**src/phy_regs_map.vh**
```
// Register map constants for the cable PHY base and paged register bank.
// Assumes inclusion by bare name; holds definitions only.
`ifndef PHY_REGS_MAP_VH
`define PHY_REGS_MAP_VH

// Base register addresses (four-bit register address space)
`define ADDR_NODE_IDENTITY_STATUS     4'h0
`define ADDR_ROOT_HOLDOFF_RESET_GAP   4'h1
`define ADDR_EXTENSION_PORT_COUNT     4'h2
`define ADDR_SPEED_DELAY_INFO         4'h3
`define ADDR_LINK_ACTIVE_POWER_CLASS  4'h4
`define ADDR_INTERRUPT_ENHANCE_CTL    4'h5
`define ADDR_LEGACY_SPEED_BRIDGE      4'h6
`define ADDR_PAGE_AND_PORT_CHOICE     4'h7

// Bit position 0 of each register is data bit 7 on the link side
// Register 0
`define NODE_ID_MSB                   7
`define NODE_ID_LSB                   2
`define ROOT_FLAG_BIT                 1
`define CABLE_POWER_BIT               0
// Register 1
`define ROOT_HOLDOFF_BIT              7
`define LONG_RESET_BIT                6
`define GAP_MSB                       5
`define GAP_LSB                       0
// Register 4
`define LINK_CTRL_BIT                 7
// Register 6 reserved low bits
`define LEGACY_WRITE_MASK             8'hFC
// Register 7
`define PAGE_MSB                      7
`define PAGE_LSB                      5
`define PORT_MSB                      3
`define PORT_LSB                      0
`define PAGE_PORT_WRITE_MASK          8'hEF

// Fixed read-only contents
`define EXTENSION_PORT_VALUE          8'hE3
`define SPEED_DELAY_VALUE             8'hE0
`define POWER_INFO_VALUE              7'h00

// Reset values
`define GAP_RESET                     6'h3F
`define ROOT_HOLDOFF_RESET            1'b0
`define LINK_CTRL_RESET               1'b1
`define INTR_CTL_RESET                8'h00
`define LEGACY_RESET                  8'h00
`define PAGE_PORT_RESET               8'h00
`define PAGED_RESET                   8'h00

// Pages that hold storage; pages 2 through 6 are reserved
`define PAGE_PORT_STATUS              3'h0
`define PAGE_VENDOR_ID                3'h1
`define PAGE_VENDOR_DEP               3'h7

// Long bus reset duration, informational for the arbitration core
`define LONG_RESET_US                 166
`define CLK_MHZ                       100
`define LONG_RESET_CYCLES             (`LONG_RESET_US * `CLK_MHZ)

`endif
```
**src/level_sync_unused_marker.v**
```verilog
`timescale 1ns/100ps
`default_nettype none
`default_nettype wire

```
**src/level_sync.v**
```verilog
// Two-flop synchroniser for asynchronous level inputs.
// Assumes the destination runs on core_clk; first stage read only by second.
`timescale 1ns/100ps
`default_nettype none

module level_sync #(
    parameter WIDTH = 1
) (
    input  wire             core_clk,
    input  wire             rst,
    input  wire [WIDTH-1:0] async_in,
    output wire [WIDTH-1:0] sync_out
);

    reg [WIDTH-1:0] meta_q;
    reg [WIDTH-1:0] stable_q;

    always @(posedge core_clk)
    begin
        if (rst)
        begin
            meta_q   <= {WIDTH{1'b0}};
            stable_q <= {WIDTH{1'b0}};
        end
        else
        begin
            meta_q   <= async_in;
            stable_q <= meta_q;
        end
    end

    assign sync_out = stable_q;

endmodule

`default_nettype wire

```
**src/paged_store.v**
```verilog
// Storage for the paged register locations 8h through Fh.
// Assumes the caller supplies the current page; reserved pages read zero.
`timescale 1ns/100ps
`default_nettype none
`include "phy_regs_map.vh"

module paged_store #(
    parameter DATA_W = 8
) (
    input  wire              core_clk,
    input  wire              rst,
    input  wire [2:0]        page,
    input  wire [2:0]        index,
    input  wire              wr_en,
    input  wire [DATA_W-1:0] wr_data,
    output reg  [DATA_W-1:0] rd_data
);

    // Three backed pages of eight bytes: slots 0-7, 8-15, 16-23
    reg  [DATA_W-1:0] mem_q [0:23];
    reg  [4:0]        slot;
    reg               backed;
    integer           i;

    always @*
    begin
        slot   = 5'd0;
        backed = 1'b1;
        case (page)
            `PAGE_PORT_STATUS: slot = {2'b00, index};
            `PAGE_VENDOR_ID:   slot = {2'b01, index};
            `PAGE_VENDOR_DEP:  slot = {2'b10, index};
            default:           backed = 1'b0;
        endcase
        rd_data = backed ? mem_q[slot] : {DATA_W{1'b0}}; // [RQ7]
    end

    always @(posedge core_clk)
    begin
        if (rst)
        begin
            for (i = 0; i < 24; i = i + 1)
                mem_q[i] <= `PAGED_RESET;
        end
        else if (wr_en && backed)
        begin
            mem_q[slot] <= wr_data; // [RQ3]
        end
    end

endmodule

`default_nettype wire

```
**src/phy_base_regs.v**
```verilog
// Register bank of the cable PHY section, seen from the link-layer side.
// Assumes one core_clk domain for the link port and the PHY core events;
// the cable power sense arrives from a pin and is synchronised here.
//
// Notes on behaviour
// [RQ1] Sixteen locations reached through a four-bit register address.
// [RQ2] Addresses 0 to 7 form a fixed base set, independent of page.
// [RQ3] Addresses 8 to 15 are paged, chosen from eight pages.
// [RQ4] The page comes from the page field in base register 7.
// [RQ5] Base fields mean the same whatever page is selected.
// [RQ6] Reserved registers and fields read as zero.
// [RQ7] Every location of pages 2 through 6 reads as zero.
// [RQ8] Register 0 holds the six-bit read-only node identifier from self-ID.
// [RQ9] Identifier invalid after bus reset; self-ID end sends register 0.
// [RQ10] Root flag clears on bus reset, sets when this node becomes root.
// [RQ11] Cable power bit follows the sense input; zero means power too low.
// [RQ12] Root holdoff set asks the node to become root after next reset.
// [RQ13] Root holdoff clears on hardware reset, survives bus resets.
// [RQ14] Link side changes root holdoff only by configuration packet; here a register 1 write also sets it.
// [RQ15] Long reset request waits for traffic end, clears on any reset.
// [RQ16] Gap count resets to 3Fh on reset or two unwritten bus resets.
// [RQ17] Bit position 0 of a register is the most significant data bit.
`timescale 1ns/100ps
`default_nettype none
`include "phy_regs_map.vh"

module phy_base_regs #(
    parameter NODE_ID_W = 6,
    parameter GAP_W     = 6
) (
    input  wire                 core_clk,
    input  wire                 rst,
    // Link-layer side register port
    input  wire [3:0]           reg_addr,
    input  wire                 reg_wr,
    input  wire [7:0]           reg_wdata,
    input  wire                 reg_rd,
    output reg  [7:0]           reg_rdata,
    output reg                  reg_rd_valid,
    output reg  [3:0]           status_addr,
    output reg  [7:0]           status_data,
    output reg                  status_valid,
    // PHY core events
    input  wire                 bus_reset,
    input  wire                 self_id_done,
    input  wire [NODE_ID_W-1:0] self_id_node,
    input  wire                 tree_id_root,
    input  wire                 txrx_busy,
    input  wire                 cfg_pkt_valid,
    input  wire                 cfg_pkt_set_holdoff,
    input  wire                 cfg_pkt_root_holdoff,
    input  wire                 cfg_pkt_set_gap,
    input  wire [GAP_W-1:0]     cfg_pkt_gap,
    input  wire                 cable_power_pin,
    // Control toward the PHY core
    output wire [NODE_ID_W-1:0] node_identifier,
    output wire                 node_id_valid,
    output wire                 root_holdoff,
    output wire [GAP_W-1:0]     gap_count,
    output reg                  start_long_bus_reset,
    output wire                 link_ctrl,
    output wire [2:0]           page_select,
    output wire [3:0]           port_select
);

    reg  [NODE_ID_W-1:0] node_id_q;
    reg                  id_valid_q;
    reg                  root_q;
    reg                  holdoff_q;
    reg                  long_reset_q;
    reg  [GAP_W-1:0]     gap_q;
    reg                  reset_seen_q;
    reg                  link_ctrl_q;
    reg  [7:0]           intr_ctl_q;
    reg  [7:0]           legacy_q;
    reg  [7:0]           page_port_q;
    reg  [7:0]           base_rd;
    reg  [7:0]           rd_mux;
    wire                 cable_power_ok;
    wire [7:0]           paged_rd;
    wire                 base_hit;
    wire                 wr_base;
    wire                 wr_reg1;
    wire                 cfg_holdoff;
    wire                 cfg_gap;
    wire                 gap_written;
    wire [7:0]           reg0_image;
    wire                 root_next;
    wire                 long_reset_go;

    // Cable sense is a pin; it reads low for two edges after reset
    level_sync #(
        .WIDTH (1)
    ) u_cable_sync (
        .core_clk (core_clk),
        .rst      (rst),
        .async_in (cable_power_pin),
        .sync_out (cable_power_ok)
    );

    // Base versus paged split on the top address bit
    assign base_hit = ~reg_addr[3]; // [RQ1] [RQ2]
    assign wr_base  = reg_wr & base_hit;
    assign wr_reg1  = wr_base & (reg_addr == `ADDR_ROOT_HOLDOFF_RESET_GAP);

    // Writes to a reserved page are dropped inside the paged store
    paged_store #(
        .DATA_W (8)
    ) u_paged (
        .core_clk (core_clk),
        .rst      (rst),
        .page     (page_port_q[`PAGE_MSB:`PAGE_LSB]), // [RQ4]
        .index    (reg_addr[2:0]),
        .wr_en    (reg_wr & reg_addr[3]), // [RQ3]
        .wr_data  (reg_wdata),
        .rd_data  (paged_rd)
    );

    assign cfg_holdoff = cfg_pkt_valid & cfg_pkt_set_holdoff;
    assign cfg_gap     = cfg_pkt_valid & cfg_pkt_set_gap;
    assign gap_written = wr_reg1 | cfg_gap;

    // Node identity and root flag; a set in the reset cycle wins
    always @(posedge core_clk)
    begin
        if (rst)
        begin
            node_id_q  <= {NODE_ID_W{1'b0}};
            id_valid_q <= 1'b0;
            root_q     <= 1'b0;
        end
        else
        begin
            if (self_id_done)
            begin
                node_id_q  <= self_id_node; // [RQ8]
                id_valid_q <= 1'b1; // [RQ9]
            end
            else if (bus_reset)
                id_valid_q <= 1'b0; // [RQ9]
            if (tree_id_root)
                root_q <= 1'b1; // [RQ10]
            else if (bus_reset)
                root_q <= 1'b0; // [RQ10]
        end
    end

    // Root holdoff ignores bus reset by design, so it carries to next tree-ID
    always @(posedge core_clk)
    begin
        if (rst)
            holdoff_q <= `ROOT_HOLDOFF_RESET; // [RQ13]
        else if (cfg_holdoff)
            holdoff_q <= cfg_pkt_root_holdoff; // [RQ14]
        else if (wr_reg1)
            holdoff_q <= reg_wdata[`ROOT_HOLDOFF_BIT]; // [RQ12]
    end

    // Long reset request: held until the bus reset it causes arrives
    always @(posedge core_clk)
    begin
        if (rst)
            long_reset_q <= 1'b0; // [RQ15]
        else if (wr_reg1 && reg_wdata[`LONG_RESET_BIT])
            long_reset_q <= 1'b1;
        else if (bus_reset)
            long_reset_q <= 1'b0; // [RQ15]
    end

    always @(posedge core_clk)
    begin
        if (rst)
            start_long_bus_reset <= 1'b0;
        else
            start_long_bus_reset <= long_reset_go; // [RQ15]
    end

    // Held off while traffic runs or while the bus reset itself arrives
    assign long_reset_go = long_reset_q & ~txrx_busy & ~bus_reset;

    // Gap count: a write in a reset cycle counts as after the reset
    always @(posedge core_clk)
    begin
        if (rst)
        begin
            gap_q        <= `GAP_RESET; // [RQ16]
            reset_seen_q <= 1'b0;
        end
        else if (gap_written)
        begin
            gap_q        <= cfg_gap ? cfg_pkt_gap
                                    : reg_wdata[`GAP_MSB:`GAP_LSB];
            reset_seen_q <= 1'b0;
        end
        else if (bus_reset)
        begin
            // Later unwritten resets keep reloading the default
            if (reset_seen_q)
                gap_q <= `GAP_RESET; // [RQ16]
            reset_seen_q <= 1'b1;
        end
    end

    // Remaining writable base registers; reserved bits never stored
    always @(posedge core_clk)
    begin
        if (rst)
        begin
            link_ctrl_q <= `LINK_CTRL_RESET;
            intr_ctl_q  <= `INTR_CTL_RESET;
            legacy_q    <= `LEGACY_RESET;
            page_port_q <= `PAGE_PORT_RESET;
        end
        else if (wr_base)
        begin
            case (reg_addr)
                `ADDR_LINK_ACTIVE_POWER_CLASS:
                    link_ctrl_q <= reg_wdata[`LINK_CTRL_BIT];
                `ADDR_INTERRUPT_ENHANCE_CTL:
                    intr_ctl_q <= reg_wdata;
                `ADDR_LEGACY_SPEED_BRIDGE:
                    legacy_q <= reg_wdata & `LEGACY_WRITE_MASK; // [RQ6]
                `ADDR_PAGE_AND_PORT_CHOICE:
                    page_port_q <= reg_wdata & `PAGE_PORT_WRITE_MASK; // [RQ6]
                default:
                    link_ctrl_q <= link_ctrl_q;
            endcase
        end
    end

    // Position 0 lands on data bit 7
    assign reg0_image = {node_id_q, root_q, cable_power_ok}; // [RQ17] [RQ11]

    // Root flag as it stands after this edge, so the status image is current
    assign root_next = tree_id_root | (root_q & ~bus_reset);

    // Base read decode never looks at the page field
    always @*
    begin
        base_rd = 8'h00;
        case (reg_addr[2:0])
            3'h0: base_rd = reg0_image; // [RQ5]
            3'h1: base_rd = {holdoff_q, long_reset_q, gap_q};
            3'h2: base_rd = `EXTENSION_PORT_VALUE;
            3'h3: base_rd = `SPEED_DELAY_VALUE; // [RQ6]
            3'h4: base_rd = {link_ctrl_q, `POWER_INFO_VALUE};
            3'h5: base_rd = intr_ctl_q;
            3'h6: base_rd = legacy_q;
            3'h7: base_rd = page_port_q;
            default: base_rd = 8'h00;
        endcase
        rd_mux = base_hit ? base_rd : paged_rd; // [RQ2] [RQ3]
    end

    always @(posedge core_clk)
    begin
        if (rst)
        begin
            reg_rdata    <= 8'h00;
            reg_rd_valid <= 1'b0;
        end
        else
        begin
            reg_rd_valid <= reg_rd;
            // Data holds between reads; a same-cycle write is not yet seen
            if (reg_rd)
                reg_rdata <= rd_mux;
        end
    end

    // Unsolicited register 0 transfer marks the identifier as valid.
    // The image uses the incoming identifier so the transfer is current.
    always @(posedge core_clk)
    begin
        if (rst)
        begin
            status_valid <= 1'b0;
            status_addr  <= 4'h0;
            status_data  <= 8'h00;
        end
        else
        begin
            status_valid <= self_id_done; // [RQ9]
            if (self_id_done)
            begin
                status_addr <= `ADDR_NODE_IDENTITY_STATUS;
                status_data <= {self_id_node,
                                root_next,
                                cable_power_ok}; // [RQ9] [RQ17]
            end
        end
    end

    // Core-facing outputs come straight from flops
    assign node_identifier = node_id_q;
    assign node_id_valid   = id_valid_q;
    assign root_holdoff    = holdoff_q;
    assign gap_count       = gap_q;
    assign link_ctrl       = link_ctrl_q;
    assign page_select     = page_port_q[`PAGE_MSB:`PAGE_LSB];
    assign port_select     = page_port_q[`PORT_MSB:`PORT_LSB];

endmodule

`default_nettype wire

```
**config.mk**
```make
export PLATFORM = sky130hd
export DESIGN_NAME = phy_base_regs
export DESIGN_NICKNAME = d
export VERILOG_FILES = /design/src/level_sync_unused_marker.v /design/src/level_sync.v /design/src/paged_store.v /design/src/phy_base_regs.v
export VERILOG_INCLUDE_DIRS = /design/src
export SDC_FILE = /design/constraint.sdc
export NUM_CORES = 1
export LEC_CHECK = 0
export CAP_MARGIN = 20
export CELL_PAD_IN_SITES_DETAIL_PLACEMENT = 1
export CELL_PAD_IN_SITES_GLOBAL_PLACEMENT = 1
export CORE_AREA = 2 2 174 176
export CTS_CLUSTER_DIAMETER = 60
export CTS_CLUSTER_SIZE = 16
export DETAILED_ROUTE_END_ITERATION = 16
export DIE_AREA = 0 0 176 178
export DONT_BUFFER_PORTS = 1
export PLACE_DENSITY = 0.72
export SYNTH_ARGS = -nofsm -noshare
export SYNTH_HDL_FRONTEND = slang
export SYNTH_SLANG_ARGS = --single-unit
```
**constraint.sdc**
```tcl
create_clock -name core_clk -period 2.1 [get_ports core_clk]
set_input_delay 0.105 -clock core_clk [delete_from_list [all_inputs] [get_ports core_clk]]
set_output_delay 0.105 -clock core_clk [all_outputs]
set_load 0.01 [all_outputs]
```
==> results_dict.tcl <==
set metrics [dict create \
    cts_tree "built" \
    pre_cts_slack_ns -0.137 \
    crit_slowest_cell "a211oi_1" \
    max_freq_mhz 481 \
    worstSetupPathType "flop to flop" \
    vias 8441 \
    synth_fa_ha_area_share_pct 0 \
    grt_overflow 0 \
    reg2reg_from "page_port_q[6]" \
    multi_input_area_sq_mm 0.00447 \
    critPathMaxStageDelay_ns 0.41 \
    final_common_cell "and2_1" \
    die_x_microns 176 \
    postPlaceCellArea_sq_mm 0.0123 \
    power.switching_mw 2.68 \
    critPathArrivalTime_ns 2.46 \
    numPortBuffers 0 \
    combPwrFrac_pct 8.6 \
    drtPass1Iterations 5 \
    synth_area_sq_mm 0.0116 \
    wl_per_cell_microns 25.8 \
    rsz0062_at_grt "true" \
    async_flop_share_pct 0 \
    fin_crit_sh_pct 99.0 \
    syn_inst 980 \
    synth-seq-cells 246 \
    yosys.area_share.simple_pct 18.9 \
    maxSlewViolCount 0 \
    synth_area_per_cell_sq_um 11.8 \
    slew_headroom_pct 46.7 \
    ctsRootBufferMaster "clkbuf_16" \
    fill_cells 3058 \
    cp.required_ns 2.48 \
    place_inst 1373 \
    start_util_pct 39.4 \
    critPathLaunchType "flop" \
    register_area_sq_mm 0.00685 \
    layout_common_cells "193 x and2_1, 192 x edfxtp_1, 85 x nor2_1" \
    synth_compound_area_share_pct 10.3 \
    min_path_type "input port to flop" \
    grt_max_degree 81 \
    p_leak_nw 5.26 \
    rows 63 \
    drive_gt1_share_pct 20.6 \
    clkSinkCount 246 \
    fin_skew_ns 0.0127 \
    drc 0 \
    p_int_mw 8.39 \
    period_needed_ns 2.08 \
    cts_made_buffers 24 \
    antenna_found_initial 1 \
    synth-edff-count 192 \
    dieArea_sq_mm 0.0313 \
    cts_buffer_depth 3 \
    timing.hold.ws_ns 0.0201 \
    h-tree-depth 1 \
    clock_latency_ns 0.53 \
    drv_cap 0 \
    yosys_warnings 0 \
    grt_pass1_vias 8734 \
    worstMarginPinSlew_ns 0.795 \
    vias_per_cell 5.70 \
    clk_pin_slew_ns 0.07 \
    setup.worst_path.start "page_port_q[6]" \
    track_usage_pct 24.2 \
    synth-seq-area-share_pct 59.1 \
    post-dp-hpwl_mm 23.8 \
    seqPwrFrac_pct 50.0 \
    coreArea_sq_mm 0.0294 \
    power_mw 11.1 \
    ant_nets 0 \
    crit_path_cell_trace "and3_4 -> buf_4 -> o21ai_1 -> buf_4 -> o22ai_1 -> nor2_1 -> a211oi_1 -> o22ai_1" \
    synth_mux_area_share_pct 7.88 \
    powerDensity_mw_per_mm2 791 \
    final_area_sq_mm 0.0140 \
    switching_share_pct 24.2 \
    synthDistinctLibCells 67 \
    synth_top_family_by_area "simple AND/OR/NAND/NOR gates" \
    drt-initial-drc-count 830 \
    pin_count 82 \
    critPathMaxFanout 6 \
    setup_ws_ns 0.0207 \
    area_growth_pct 20.9 \
    endpoint_kind "flop" \
    setup_viol 0 \
    die_h_microns 178 \
    gp_congestion 0.896 \
    finalHoldViolCount 0 \
    grt_pass1_wl_mm 55.7 \
    setup_tns_ns 0 \
    synth_xor_area_share_pct 0 \
    peakVddDrop_v 0.000457 \
    hp-start "reg_addr[3]" \
    stdcell_count 1480 \
    power.share.clock_pct 41.4 \
    final_nets 1109 \
    wl_mm 38.1 \
    status "finished, final reports clean" \
    utilization_pct 47.6 \
    synth_ff_type "edfxtp_1" \
]
[cell type report]
cell class | count | share of cell area, %
multi-input cells | 649 | 31.9
inverters | 11 | 0.295
clock buffers | 29 | 4.58
repair buffers | 140 | 9.40
well taps | 390 | 3.49
diodes | 1 | 0.0179
clock inverters | 14 | 1.31
flip-flops and latches | 246 | 49.0
[path summary, 6_finish.rpt]
| kind | endpoint | slack, ns | cells after the start |
|---|---|---|---|
| setup / recovery | reg_rdata[2] | 0.02 | 8 |
| hold / removal | reg_rdata[5] | 0.02 | 3 |
| setup reg to reg | reg_rdata[2] | 0.02 | 8 |
| hold reg to reg | u_cable_sync.sync_out | 0.45 | 1 |
[layer usage]
layer  GRT usage [%]  part of all wire [%]  up-vias  wire length, microns
li1                -                     -     3743                     -
met1            30.9                    41     4235                 15600
met2            39.9                    47      380                 18000
met3            5.03                   8.0       83                  3040
met4            10.5                   3.9        0                  1490
met5               0                     0        -                     0
[cells in the mapped netlist, types with 3 or more instances]
| cell | count | area [sq um] |
|---|---|---|
| a211o_1 | 7 | 61.3 |
| a311oi_1 | 3 | 26.3 |
| a211oi_1 | 12 | 90.1 |
| o221ai_1 | 12 | 105 |
| buf_2 | 17 | 85.1 |
| nor3_2 | 4 | 40.0 |
| o211ai_1 | 3 | 22.5 |
| clkbuf_1 | 38 | 143 |
| a221oi_1 | 11 | 96.3 |
| o31ai_1 | 4 | 30.0 |
| nor3_1 | 15 | 75.1 |
| buf_4 | 15 | 113 |
| nand2_1 | 30 | 113 |
| mux4_2 | 6 | 135 |
| dfxtp_1 | 54 | 1080 |
| or2_2 | 25 | 156 |
| o2bb2ai_1 | 3 | 26.3 |
| o21ai_0 | 29 | 145 |
| mux2i_1 | 54 | 541 |
| o22ai_1 | 28 | 175 |
| o21ai_2 | 4 | 35.0 |
| mux2_2 | 21 | 236 |
| nand2b_1 | 4 | 25.0 |
| nor2_1 | 96 | 360 |
| or3_1 | 3 | 18.8 |
| nor2b_1 | 6 | 37.5 |
| edfxtp_1 | 192 | 5770 |
| o311ai_1 | 3 | 26.3 |
| o32ai_1 | 5 | 43.8 |
| clkbuf_2 | 4 | 20.0 |
| and2_1 | 193 | 1210 |
| inv_1 | 9 | 33.8 |
| a22oi_1 | 3 | 22.5 |
| a21oi_1 | 22 | 110 |
| nand3_1 | 5 | 25.0 |
[power by group through the flow]
stage	registers [mW]	clock network, mW	logic (mW)
detailed placement	5.64	0	0.646
floorplan	5.58	0	0.554
global placement	5.64	0	0.633
CTS	5.54	4.64	0.911
global route	5.55	4.81	1.00
finish	5.54	4.58	0.953
[sequential cells by signal, summed over array words and instances, names as in the netlist]
name,count
node_identifier,6
intr_ctl_q,8
long_reset_q,1
root_holdoff,1
link_ctrl,1
node_id_valid,1
reg_rdata,8
u_paged.mem_q,192
page_port_q,7
gap_count,6
u_cable_sync.sync_out,1
reg_rd_valid,1
legacy_q,6
status_valid,1
start_long_bus_reset,1
root_q,1
u_cable_sync.meta_q,1
reset_seen_q,1
status_data,2
[cells by family (layout without fill, tap and decap cells)]
| family | Yosys count | in the layout |
|---|---|---|
| and+or+nand+nor | 396 | 396 |
| DFF | 246 | 246 |
| AOI/OAI and AO/OA | 168 | 168 |
| buffers and inverters | 88 | 194 |
| muxes | 81 | 81 |
| other | 1 | 5 |
[critical path, delay by kind of cell, from the launching register on]
| kind | cells | cell delay (ns) |
|---|---|---|
| DFF | 1 | 0.38 |
| buffers and inverters | 2 | 0.36 |
| and+or+nand+nor | 2 | 0.36 |
| AOI/OAI and AO/OA | 4 | 0.85 |
[repair_timing]
action / CTS / global route
buffers inserted: 1 / 6
gates cloned: 0 / 0
pin swaps: 2 / 19
gates resized for setup: 21 / 34
endpoints found under the hold margin: 438 / 0
setup endpoints to repair: 281 / 328
hold buffers: 56 / 0
No activity file was read; power rests on OpenSTA's default activity.
